`config.mk`:
```
export PLATFORM = sky130hd
export DESIGN_NAME = sipoc_top
export DESIGN_NICKNAME = d
export VERILOG_FILES = /design/src/pkg/sipoc_pkg.sv /design/src/hw/sipoc_activity_det.sv /design/src/hw/sipoc_out_fmt.sv /design/src/hw/sipoc_top.sv
export VERILOG_INCLUDE_DIRS = /design/src /design/src/pkg
export SDC_FILE = /design/constraint.sdc
export NUM_CORES = 1
export LEC_CHECK = 0
export BUFFER_PORTS_ARGS = -buffer_cell sky130_fd_sc_hd__buf_2
export CAP_MARGIN = 20
export CORE_MARGIN = 5
export CORE_UTILIZATION = 51
export DETAILED_ROUTE_END_ITERATION = 8
export GPL_TIMING_DRIVEN = 1
export MAX_ROUTING_LAYER = met4
export PLACE_DENSITY = 0.83
export SLEW_MARGIN = 30
export SYNTH_ARGS = -nofsm -noshare
export SYNTH_HDL_FRONTEND = slang
export SYNTH_SLANG_ARGS = --single-unit
```
`constraint.sdc`:
```
create_clock -name core_clk -period 2.75 [get_ports core_clk]
set_clock_uncertainty 0.05 [all_clocks]
set_input_delay 0.1375 -clock core_clk [delete_from_list [all_inputs] [get_ports core_clk]]
set_output_delay 0.1375 -clock core_clk [all_outputs]
set_load 0.1 [all_outputs]
```
`src/pkg/sipoc_regs.svh`:
```
// sipoc_regs.svh: offsets, fields, resets and counts of the control bank.
// assumes byte address = 4 * register index.
//
// Operation
// software writes all ones to the test register
// threshold, 8 mV steps, 8 to 256 mV, resets to 15
// polarity bit: zero negative, one positive, resets 0
// sliced sync source select, resets to raw embedded sync
// override clear selects channel automatically
// under override, channel select picks channel 0 or 1
// bandwidth bit zero low, one high, resets set
// power-down select one: automatic from activity of both inputs
// manual: bit forces sleep; normal needs bit clear, pin inactive
// manual mode: sleep pin polarity zero active low, one active high
// software sets pin polarity even if pin unused
// fast switching: request keeps device awake, outputs float
// control bit floats sliced sync output during power-down
// output mode codes 100 RGB, 101 YCbCr 4:2:2, 110 DDR; resets to 100
// DDR 4:4:4 mode presents RGB data on both output clock edges; code splits only red and green, blue pins carry secondary YCbCr
// 4:2:2 mode uses twenty data pins instead of thirty
// primary output enable one drives, zero floats
// in 4:2:2 and DDR, blue is secondary, red and green are primary
// secondary output carries DDR YCbCr, enable resets cleared
// activity flag reads one only while its sync input toggles
// software writes only the three defined output mode codes
`ifndef SIPOC_REGS_SVH
`define SIPOC_REGS_SVH

`define SIPOC_IDX_TEST      8'h1C
`define SIPOC_IDX_SLICE     8'h1D
`define SIPOC_IDX_INPWR     8'h1E
`define SIPOC_IDX_OUTFMT    8'h1F
`define SIPOC_IDX_ACTIVITY  8'h24
`define SIPOC_IDX_STATUS    8'h30

`define SIPOC_RST_TEST      8'h00
`define SIPOC_RST_SLICE     8'h78
`define SIPOC_RST_INPWR     8'h20
`define SIPOC_RST_OUTFMT    8'h90

`define SIPOC_SL_THR_MSB    7
`define SIPOC_SL_THR_LSB    3
`define SIPOC_SL_POL        2
`define SIPOC_SL_SEL_MSB    1
`define SIPOC_SL_SEL_LSB    0

`define SIPOC_IP_OVERRIDE   7
`define SIPOC_IP_CHSEL      6
`define SIPOC_IP_HIGHBW     5
`define SIPOC_IP_PDAUTO     4
`define SIPOC_IP_PDBIT      3
`define SIPOC_IP_PINPOL     2
`define SIPOC_IP_FAST       1
`define SIPOC_IP_SSHIZ      0

`define SIPOC_OF_MODE_MSB   7
`define SIPOC_OF_MODE_LSB   5
`define SIPOC_OF_PRIEN      4
`define SIPOC_OF_SECEN      3

`define SIPOC_MODE_444      3'h4
`define SIPOC_MODE_422      3'h5
`define SIPOC_MODE_DDR      3'h6

`define SIPOC_SEL_RAWGREEN  2'h0
`define SIPOC_SEL_RAWHSYNC  2'h1
`define SIPOC_SEL_REGEN     2'h2
`define SIPOC_SEL_FILTERED  2'h3

`define SIPOC_RESP_OK       2'h0
`define SIPOC_RESP_DECERR   2'h3

`define SIPOC_ACT_CYCLES    1000
`define SIPOC_ACT_W         10

`endif

```
`src/pkg/sipoc_pkg.sv`:
```
// sipoc_pkg: types shared by the register bank and its helper modules.
// assumes sipoc_regs.svh on the include path.
`include "sipoc_regs.svh"

package sipoc_pkg;

    typedef struct packed {
        logic [9:0] red;
        logic [9:0] green;
        logic [9:0] blue;
    } sipoc_pixel_t;

    typedef enum logic {
        BUS_IDLE,
        BUS_ACK
    } sipoc_bus_state_t;

    typedef struct packed {
        sipoc_bus_state_t bus;
        logic [7:0]       testReg;
        logic [7:0]       sliceReg;
        logic [7:0]       inPwrReg;
        logic [7:0]       outFmtReg;
        logic [31:0]      readData;
        logic [1:0]       response;
        logic             waitReq;
        logic             activeChannel;
        logic             pdRequest;
        logic             deviceSleep;
        logic             slicedSync;
        logic             slicedSyncOe;
        logic             highBandwidth;
        logic [4:0]       sliceThreshold;
    } sipoc_top_state_t;

    typedef struct packed {
        logic                   prev;
        logic [`SIPOC_ACT_W-1:0] count;
        logic                   active;
    } sipoc_act_state_t;

    typedef struct packed {
        sipoc_pixel_t rise;
        sipoc_pixel_t fall;
        logic         primaryOe;
        logic         blueOe;
        logic         crPhase;
    } sipoc_fmt_state_t;

endpackage

```
`src/hw/sipoc_activity_det.sv`:
```
// sipoc_activity_det: flags a sync input as active while it keeps toggling.
// assumes syncIn is synchronous to core_clk.
`timescale 1ns/100ps
`default_nettype none
`include "sipoc_regs.svh"

module sipoc_activity_det
(
    input  wire logic core_clk,
    input  wire logic reset_n,
    input  wire logic syncIn,
    output logic      active
);

    sipoc_pkg::sipoc_act_state_t state;
    sipoc_pkg::sipoc_act_state_t next_state;

    always_comb
    begin
        next_state = state;
        next_state.prev = syncIn;
        if (syncIn != state.prev)
        begin
            // any edge restarts the window
            next_state.count = `SIPOC_ACT_W'(`SIPOC_ACT_CYCLES - 1);
            next_state.active = 1'b1;
        end
        else if (state.count != '0)
            next_state.count = state.count - `SIPOC_ACT_W'(1);
        else
            next_state.active = 1'b0;
    end

    always_ff @(posedge core_clk or negedge reset_n)
    begin
        if (!reset_n)
            state <= '0;
        else
            state <= next_state;
    end

    assign active = state.active;

endmodule
`default_nettype wire

```
`src/hw/sipoc_out_fmt.sv`:
```
// sipoc_out_fmt: rise and fall pad words and pad enables for the chosen pixel.
// assumes pixIn holds Y on green, Pb on blue and Pr on red for YCbCr modes.
`timescale 1ns/100ps
`default_nettype none
`include "sipoc_regs.svh"

module sipoc_out_fmt
(
    input  wire logic                  core_clk,
    input  wire logic                  reset_n,
    input  wire logic [2:0]            mode,
    input  wire logic                  primaryEn,
    input  wire logic                  secondaryEn,
    input  wire logic                  floatAll,
    input  wire sipoc_pkg::sipoc_pixel_t pixIn,
    output sipoc_pkg::sipoc_pixel_t    pixRise,
    output sipoc_pkg::sipoc_pixel_t    pixFall,
    output logic                       primaryOe,
    output logic                       blueOe
);

    sipoc_pkg::sipoc_fmt_state_t state;
    sipoc_pkg::sipoc_fmt_state_t next_state;

    always_comb
    begin
        logic [9:0] chroma;
        chroma = state.crPhase ? pixIn.red : pixIn.blue;
        next_state = state;
        next_state.rise = '0;
        next_state.fall = '0;
        next_state.primaryOe = primaryEn && !floatAll;
        next_state.blueOe = 1'b0;
        unique case (mode)
            `SIPOC_MODE_444:
            begin
                next_state.rise = pixIn;
                next_state.fall = pixIn;
                next_state.blueOe = primaryEn && !floatAll;
            end
            `SIPOC_MODE_422:
            begin
                // twenty primary pins: Y on green, alternating Cb/Cr on red
                next_state.rise.green = pixIn.green;
                next_state.rise.red = chroma;
                next_state.fall.green = pixIn.green;
                next_state.fall.red = chroma;
                next_state.crPhase = !state.crPhase;
            end
            `SIPOC_MODE_DDR:
            begin
                // upper halves on the rising edge, lower halves on the falling
                next_state.rise.red = {5'h00, pixIn.red[9:5]};
                next_state.rise.green = {5'h00, pixIn.green[9:5]};
                next_state.fall.red = {5'h00, pixIn.red[4:0]};
                next_state.fall.green = {5'h00, pixIn.green[4:0]};
                next_state.crPhase = !state.crPhase;
            end
            default:
            begin
                // reserved codes present nothing and float the pads
                next_state.primaryOe = 1'b0;
                next_state.crPhase = 1'b0;
            end
        endcase
        if (mode == `SIPOC_MODE_422 || mode == `SIPOC_MODE_DDR)
        begin
            // blue pins become the secondary DDR YCbCr port
            next_state.rise.blue = pixIn.green;
            next_state.fall.blue = chroma;
            next_state.blueOe = secondaryEn && !floatAll;
        end
    end

    always_ff @(posedge core_clk or negedge reset_n)
    begin
        if (!reset_n)
            state <= '0;
        else
            state <= next_state;
    end

    assign pixRise = state.rise;
    assign pixFall = state.fall;
    assign primaryOe = state.primaryOe;
    assign blueOe = state.blueOe;

endmodule
`default_nettype wire

```
`src/hw/sipoc_top.sv`:
```
// sipoc_top: slicer output, channel, bandwidth, power and format control bank.
// assumes synchronous inputs; analog slicer, sync filter and pads sit outside.
//
// The Avalon-MM interface to the registers is this design's own decision.
`timescale 1ns/100ps
`default_nettype none
`include "sipoc_regs.svh"

module sipoc_top
(
    input  wire logic                    core_clk,
    input  wire logic                    reset_n,
    input  wire logic [9:0]              avs_address,
    input  wire logic                    avs_read,
    input  wire logic                    avs_write,
    input  wire logic [31:0]             avs_writedata,
    input  wire logic [3:0]              avs_byteenable,
    output logic [31:0]                  avs_readdata,
    output logic [1:0]                   avs_response,
    output logic                         avs_waitrequest,
    input  wire logic [1:0]              horizontalSyncInput,
    input  wire logic [1:0]              greenEmbeddedSyncInput,
    input  wire logic                    regenHsync,
    input  wire logic                    filteredHsync,
    input  wire logic                    sleepPin,
    input  wire sipoc_pkg::sipoc_pixel_t pixChan0,
    input  wire sipoc_pkg::sipoc_pixel_t pixChan1,
    output logic [4:0]                   sliceThreshold,
    output logic                         highBandwidth,
    output logic                         activeChannel,
    output logic                         deviceSleep,
    output logic                         slicedSyncOutput,
    output logic                         slicedSyncOutputOe,
    output sipoc_pkg::sipoc_pixel_t      pixRise,
    output sipoc_pkg::sipoc_pixel_t      pixFall,
    output logic                         primaryOe,
    output logic                         blueOe
);

    ////////////////////////////////////////////////////////////////////////////////
    sipoc_pkg::sipoc_top_state_t state;
    sipoc_pkg::sipoc_top_state_t next_state;

    logic [3:0]              actFlags;
    logic [7:0]              regIndex;
    logic                    mapped;
    logic [7:0]              readByte;
    logic                    rawSync;
    logic                    manualReq;
    logic                    autoReq;
    sipoc_pkg::sipoc_pixel_t pixSel;

    ////////////////////////////////////////////////////////////////////////////////
    // activity detectors: [0] hsync0, [1] hsync1, [2] green sync0, [3] green sync1

    genvar gi;
    generate
        for (gi = 0; gi < 4; gi++)
        begin : g_act
            sipoc_activity_det u_act
            (
                .core_clk (core_clk),
                .reset_n  (reset_n),
                .syncIn   (gi < 2 ? horizontalSyncInput[gi % 2]
                                  : greenEmbeddedSyncInput[gi % 2]),
                .active   (actFlags[gi])
            );
        end
    endgenerate

    ////////////////////////////////////////////////////////////////////////////////

    assign regIndex = avs_address[9:2];

    always_comb
    begin
        mapped = 1'b1;
        readByte = 8'h00;
        unique case (regIndex)
            `SIPOC_IDX_TEST:     readByte = state.testReg;
            `SIPOC_IDX_SLICE:    readByte = state.sliceReg;
            `SIPOC_IDX_INPWR:    readByte = state.inPwrReg;
            `SIPOC_IDX_OUTFMT:   readByte = {state.outFmtReg[7:3], 3'h0};
            `SIPOC_IDX_ACTIVITY: readByte = {actFlags[0], actFlags[1], 2'h0,
                                             actFlags[2], actFlags[3], 2'h0};
            `SIPOC_IDX_STATUS:   readByte = {5'h00, state.activeChannel,
                                             state.pdRequest, state.deviceSleep};
            default:             mapped = 1'b0;
        endcase
    end

    ////////////////////////////////////////////////////////////////////////////////

    always_comb
    begin
        // pin counts as asserted when it matches the programmed polarity
        manualReq = state.inPwrReg[`SIPOC_IP_PDBIT]
                    || (sleepPin == state.inPwrReg[`SIPOC_IP_PINPOL]); // see R9
        autoReq = (actFlags == 4'h0);
        unique case (state.sliceReg[`SIPOC_SL_SEL_MSB:`SIPOC_SL_SEL_LSB])
            `SIPOC_SEL_RAWGREEN: rawSync = greenEmbeddedSyncInput[state.activeChannel];
            `SIPOC_SEL_RAWHSYNC: rawSync = horizontalSyncInput[state.activeChannel];
            `SIPOC_SEL_REGEN:    rawSync = regenHsync;
            `SIPOC_SEL_FILTERED: rawSync = filteredHsync;
        endcase
        pixSel = state.activeChannel ? pixChan1 : pixChan0;
    end

    ////////////////////////////////////////////////////////////////////////////////

    always_comb
    begin
        next_state = state;

        unique case (state.bus)
            sipoc_pkg::BUS_IDLE:
            begin
                next_state.waitReq = 1'b1;
                if (avs_read || avs_write)
                begin
                    next_state.bus = sipoc_pkg::BUS_ACK;
                    next_state.waitReq = 1'b0;
                    next_state.readData = avs_read ? {24'h000000, readByte} : 32'h00000000;
                    next_state.response = mapped ? `SIPOC_RESP_OK : `SIPOC_RESP_DECERR;
                end
            end
            sipoc_pkg::BUS_ACK:
            begin
                next_state.bus = sipoc_pkg::BUS_IDLE;
                next_state.waitReq = 1'b1;
                // the write lands on the edge where the master sees waitrequest low
                if (avs_write && avs_byteenable[0])
                begin
                    unique case (regIndex)
                        `SIPOC_IDX_TEST:   next_state.testReg = avs_writedata[7:0];
                        `SIPOC_IDX_SLICE:  next_state.sliceReg = avs_writedata[7:0];
                        `SIPOC_IDX_INPWR:  next_state.inPwrReg = avs_writedata[7:0];
                        `SIPOC_IDX_OUTFMT: next_state.outFmtReg = avs_writedata[7:0];
                        default:           next_state.testReg = state.testReg;
                    endcase
                end
            end
        endcase

        next_state.sliceThreshold =
            state.sliceReg[`SIPOC_SL_THR_MSB:`SIPOC_SL_THR_LSB];
        next_state.highBandwidth = state.inPwrReg[`SIPOC_IP_HIGHBW];

        // channel choice: hold the last active channel when both go quiet
        if (state.inPwrReg[`SIPOC_IP_OVERRIDE])
            next_state.activeChannel = state.inPwrReg[`SIPOC_IP_CHSEL];
        else if (actFlags[0] || actFlags[2])
            next_state.activeChannel = 1'b0;
        else if (actFlags[1] || actFlags[3])
            next_state.activeChannel = 1'b1;

        next_state.pdRequest = state.inPwrReg[`SIPOC_IP_PDAUTO] ? autoReq : manualReq;
        // fast switching keeps the core awake; only the pads float
        next_state.deviceSleep = state.pdRequest
                                 && !state.inPwrReg[`SIPOC_IP_FAST];

        // sliced sync pin: internal syncs are active high, negative inverts
        next_state.slicedSync = state.sliceReg[`SIPOC_SL_POL] ? rawSync : !rawSync;
        next_state.slicedSyncOe = !(state.pdRequest
                                    && state.inPwrReg[`SIPOC_IP_SSHIZ]);
    end

    always_ff @(posedge core_clk or negedge reset_n)
    begin
        if (!reset_n)
        begin
            state <= '0;
            state.waitReq <= 1'b1;
            state.testReg <= `SIPOC_RST_TEST;
            state.sliceReg <= `SIPOC_RST_SLICE;
            state.inPwrReg <= `SIPOC_RST_INPWR;
            state.outFmtReg <= `SIPOC_RST_OUTFMT;
            state.sliceThreshold <= 5'(`SIPOC_RST_SLICE >> `SIPOC_SL_THR_LSB);
            state.highBandwidth <= 1'b1;
            state.slicedSyncOe <= 1'b1;
        end
        else
        begin
            state <= next_state;
        end
    end

    ////////////////////////////////////////////////////////////////////////////////

    sipoc_out_fmt u_fmt
    (
        .core_clk    (core_clk),
        .reset_n     (reset_n),
        .mode        (state.outFmtReg[`SIPOC_OF_MODE_MSB:`SIPOC_OF_MODE_LSB]),
        .primaryEn   (state.outFmtReg[`SIPOC_OF_PRIEN]),
        .secondaryEn (state.outFmtReg[`SIPOC_OF_SECEN]),
        .floatAll    (state.pdRequest),
        .pixIn       (pixSel),
        .pixRise     (pixRise),
        .pixFall     (pixFall),
        .primaryOe   (primaryOe),
        .blueOe      (blueOe)
    );

    ////////////////////////////////////////////////////////////////////////////////

    assign avs_readdata = state.readData;
    assign avs_response = state.response;
    assign avs_waitrequest = state.waitReq;
    assign sliceThreshold = state.sliceThreshold;
    assign highBandwidth = state.highBandwidth;
    assign activeChannel = state.activeChannel;
    assign deviceSleep = state.deviceSleep;
    assign slicedSyncOutput = state.slicedSync;
    assign slicedSyncOutputOe = state.slicedSyncOe;

endmodule
`default_nettype wire

```
# Word level (Yosys, flattened, before mapping)
# Index checks and enable logic that the tools add are counted.
# W data, S select, Z words.
# totals
input_bits	117
register_bits	166
out_inout_bits	107
word_cells	138
# op_classes
muxes	41
n_addsub	4
n_eq_ne	21
n_reduce_logical	34
order_cmp	1
n_bitwise	1
# op_table
operator	n
$pmux W20 S3	2
$mux W10	8
$pmux W8 S6	1
$mux W11	4
$reduce_bool A10 Y1	4
$sub A10 B1 Y10 const B	4
$eq A8 B5 Y1 const B	4
$mux W30	1
$mux W1	19
$eq A8 B6 Y1 const B	2
$reduce_and A3 Y1	4
$eq A3 B3 Y1 const B	3
$mux W8	1
$ne A2 B1 Y1 const B	4
$reduce_bool A2 Y1	4
$pmux W1 S2	3
$reduce_or A6 Y1	1
$logic_and A1 B1 Y1	5
$logic_not A1 Y1	5
$logic_or A1 B1 Y1	5
$eq A2 B2 Y1 const B	2
$logic_not A4 Y1	1
$ne A1 B1 Y1	4
$pmux W1 S4	1
10 further kinds	10

# Depth between registers and ports, before layout
# logic_depth
depth_word	5
depth_mapped	7

# Cells and area by module
# From an unflattened synthesis, not the netlist that was laid out.
# hier_totals
hier_cells	731
hier_area_um2	8110.3
# by_module_without_submodules
module	cells_per_inst	area_per_inst_um2	seq_area_each_um2	instances
sipoc_top	240	2944.1	1293.7	1
sipoc_out_fmt	255	2673.8	1326.3	1
sipoc_activity_det	59	623.1	300.3	4

# Least setup slack after synthesis
# OpenSTA, ideal clock, no wires.
# synth_timing
path_type	register to register
start	register state, in the netlist activeChannel
end	register u_fmt.state, in the netlist u_fmt.pixRise[11]
stages_incl_launch_ff	7
path_buffers	3
period_less_slack_ps	2448
arrival_ps	2279
slack_ps	302
setup_ps	119
cell_sequence	dfrtp_1 -> buf_2 -> buf_4 -> buf_4 -> mux2i_1 -> o22ai_1 -> and2_1
# synth_lines
element	line_no	source
start, declared	sipoc_top.sv:41	sipoc_pkg::sipoc_top_state_t state;
start signal, assigned	sipoc_top.sv:184	state <= next_state;
end signal, assigned	sipoc_out_fmt.sv:80	state <= next_state;
end, declared	sipoc_out_fmt.sv:22	sipoc_pkg::sipoc_fmt_state_t state;

==> impl_metrics.toml <==
[synthesis]
synth_commonest_cells = "dfrtp_1 (138), buf_4 (102), nand2_1 (55)"
yosysMostFrequentCell = "dfrtp_1"
yosysTopAreaCell = "dfrtp_1"
yosys.cell_types.count = 59
synth_area_leaders = "dfrtp_1 (45%), buf_4 (9.9%), mux2_2 (5.1%)"
yosys.area.top_type_share_pct = 44.7
ys_ff_latch = 152
synth_edf_count = 0
netlist_instances = 709
yosysWarningCount = 0
syn_avg_cell_area_um2 = 10.9
seq_area_frac_synth_pct = 49.4
synthArstFlopShare_pct = 100
synth_ff_type = "dfrtp_1"
synth_area_um2 = 7730

[setup_path]
critical_path_required_ns = 2.99
cpMaxStageDelayCell = "dfstp_2"
crit_path_end_kind = "register"
critical_path.cell_chain = "nor2b_1, nand2_1, o21ai_0"
slowest_delay_ns = 0.72
cp.buffers_inverters = 0
cp_max_fo = 16
worstSetupStartpointType = "register"
crit_arrival_ns = 2.42
crit_family = "simple AND/OR/NAND/NOR gates"
criticalPathCategory = "reg -> reg"

[power]
peakVddDrop_mv = 0.443
seq_power_share_pct = 45.1
p_sw_share_pct = 28.4
p_int_uw = 3720
pwr-share-clk_pct = 42.0
power_density_nw_per_um2 = 577
p_leak_uw = 0.00416
p_sw_uw = 1470
comb_power_share_pct = 12.9

[cells_and_area]
final_nets = 961
syn_to_final_growth_pct = 16.5
layout-drive-gt1-share_pct = 33.4
final.fill_count = 1201

[run_status]
status = "completed"

[drt]
drtIter0Drc = 276
via_per_inst = 5.47
remaining_drc_errors = 0
wirelength_mm = 18.5
post_drt_wl_per_cell_um = 17.8
vias = 5695
first_pass_iters = 8
antenna_left = 0

[timing]
whs_ns = 0.000398
setup_violations = 0
hold_viol_final = 0
rsz0062_at_grt = "no"
fin_crit_sh_pct = 79.2
slew_viol_final = 0
relSlewSlack_pct = 47.9
max_slew.worst_pin.slew_ns = 0.775
finalSetupTns_ns = 0
min_period_ns = 2.18
max_freq_mhz = 459

[cts]
cts_post_setup_buffers_inserted = 0
ctsHoldBuffers = 24
cts_tree = "done"
path_clk_slew_ns = 0.06
htree_levels = 4
clk_latency_ns = 0.41
cts.repair.resized = 0
cts_root_buf = "clkbuf_16"
cts-buffers-inserted = 17
cts_buffer_depth = 2
cts.sinks = 152

[floorplan]
die_h_um = 133
fp.coreArea_um2 = 15000
die_w_um = 133
ios = 224
start_util_pct = 51.4
placementRows = 45
dieArea_um2 = 17700

[placement]
detailed_place_hpwl_mm = 13.6
port-buffer-count = 170
finalWeightedCongestion = 0.900

[global_route]
first_global_vias = 5811
antenna_found_initial = 1
overflow = 0
grt_max_degree = 81
gr-usage-all-layers_pct = 21.5
grt_pass1_wl_mm = 29.6

[flow_run]
cap_violations = 0

[worst_hold_path]
worst_hold_path_type = "in -> reg"
-- area by class of cell --
class | count | area (um2) | share of cell area (%)
flip-flops and latches | 152 | 3820 | 42.5
multi-input cells | 444 | 3100 | 34.4
repair buffers | 207 | 1220 | 13.5
clock buffers | 21 | 470 | 5.23
well taps | 188 | 235 | 2.61
clock inverters | 11 | 86.3 | 0.959
inverters | 18 | 67.6 | 0.750
diodes | 1 | 2.50 | 0.0278
-- power groups by stage --
stage	Sequential, uW	Combinational, uW	Clock (uW)
detailed placement	2380	639	0
global placement	2380	626	0
CTS	2340	667	2220
global route	2350	720	2320
finish	2340	668	2180
floorplan	2400	464	0
-- flip-flops by register name, indices dropped and copies added, names as in the netlist --
name	cells
g_act.u_act.active	4
avs_waitrequest	1
slicedSyncOutput	1
sliceThreshold	5
avs_readdata	8
deviceSleep	1
state	25
u_fmt.pixRise	28
avs_response	1
u_fmt.blueOe	1
u_fmt.pixFall	22
highBandwidth	1
g_act.u_act.state	44
u_fmt.primaryOe	1
u_fmt.state	1
slicedSyncOutputOe	1
activeChannel	1
next_state	6
-- cell families (layout without fill, tap and decap cells) --
group / Yosys count / in the layout / share of synthesized area (%)
other: 1 / 25 / 0.0485
and+or+nand+nor: 198 / 198 / 13.2
buffers and inverters: 136 / 257 / 11.6
AOI/OAI and AO/OA: 116 / 116 / 9.83
muxes: 80 / 80 / 12.7
DFF: 152 / 152 / 49.4
adders and majority gates: 4 / 4 / 0.648
xor gates and xnor gates: 22 / 22 / 2.49
-- path summary, 6_finish.rpt --
path,slack [ns],endpoint,depth (start not counted),from
worst max-delay path,0.57,u_fmt.pixFall[4],3,state[53]
worst min-delay path,0.0004,avs_waitrequest,2,avs_write
worst max register to register,0.57,u_fmt.pixFall[4],3,state[53]
worst min register to register,0.32,sliceThreshold[1],0,next_state[1]
max in group asynchronous,1.61,next_state[3],3,reset_n
min in group asynchronous,0.28,g_act[3].u_act.state[8],2,reset_n
-- cell usage in the layout (no fill, tap or decap), types with 7 or more instances in the layout --
cell / count
dfstp_2: 14
xor2_1: 7
o22ai_1: 18
nor2b_1: 15
nand2_1: 55
dfrtp_1: 137
nor3_1: 12
mux2_2: 35
buf_4: 11
and2_1: 9
buf_2: 169
dlygate4sd3_1: 24
nand2b_1: 10
inv_1: 18
nand3_1: 19
xnor2_1: 15
clkbuf_16: 17
conb_1: 24
mux2i_1: 34
nor2_1: 41
mux4_2: 11
o31ai_1: 7
o21ai_0: 30
a21oi_1: 14
-- through the flow --
stage	total power [uW]	cell area, um2	setup slack (ns)	cells	utilization (%)
after floorplan	2860	7810	0.302	732	-
after global placement	3000	8200	0.681	985	54.5
after detailed placement	3020	8200	0.607	985	54.5
after CTS	5230	9000	0.601	1041	59.9
after global routing	5390	9000	0.451	1042	59.9
final	5190	9000	0.572	1042	59.9
-- routing by layer --
| metal | global-route usage [%] | vias up | routed length (um) |
|---|---|---|---|
| met4 | 8.51 | 0 | 599 |
| met3 | 6.50 | 41 | 1360 |
| met2 | 36.2 | 248 | 9360 |
| met5 | - | - | 0 |
| met1 | 24.2 | 2746 | 7220 |
| li1 | - | 2660 | - |
-- worst register-to-register path: cells and delay by family, from the launching register on --
family | cells | cell delay (ns)
and+or+nand+nor | 2 | 0.87
DFF | 1 | 0.72
AOI/OAI and AO/OA | 1 | 0.43
No activity file was read; power rests on OpenSTA's default activity.
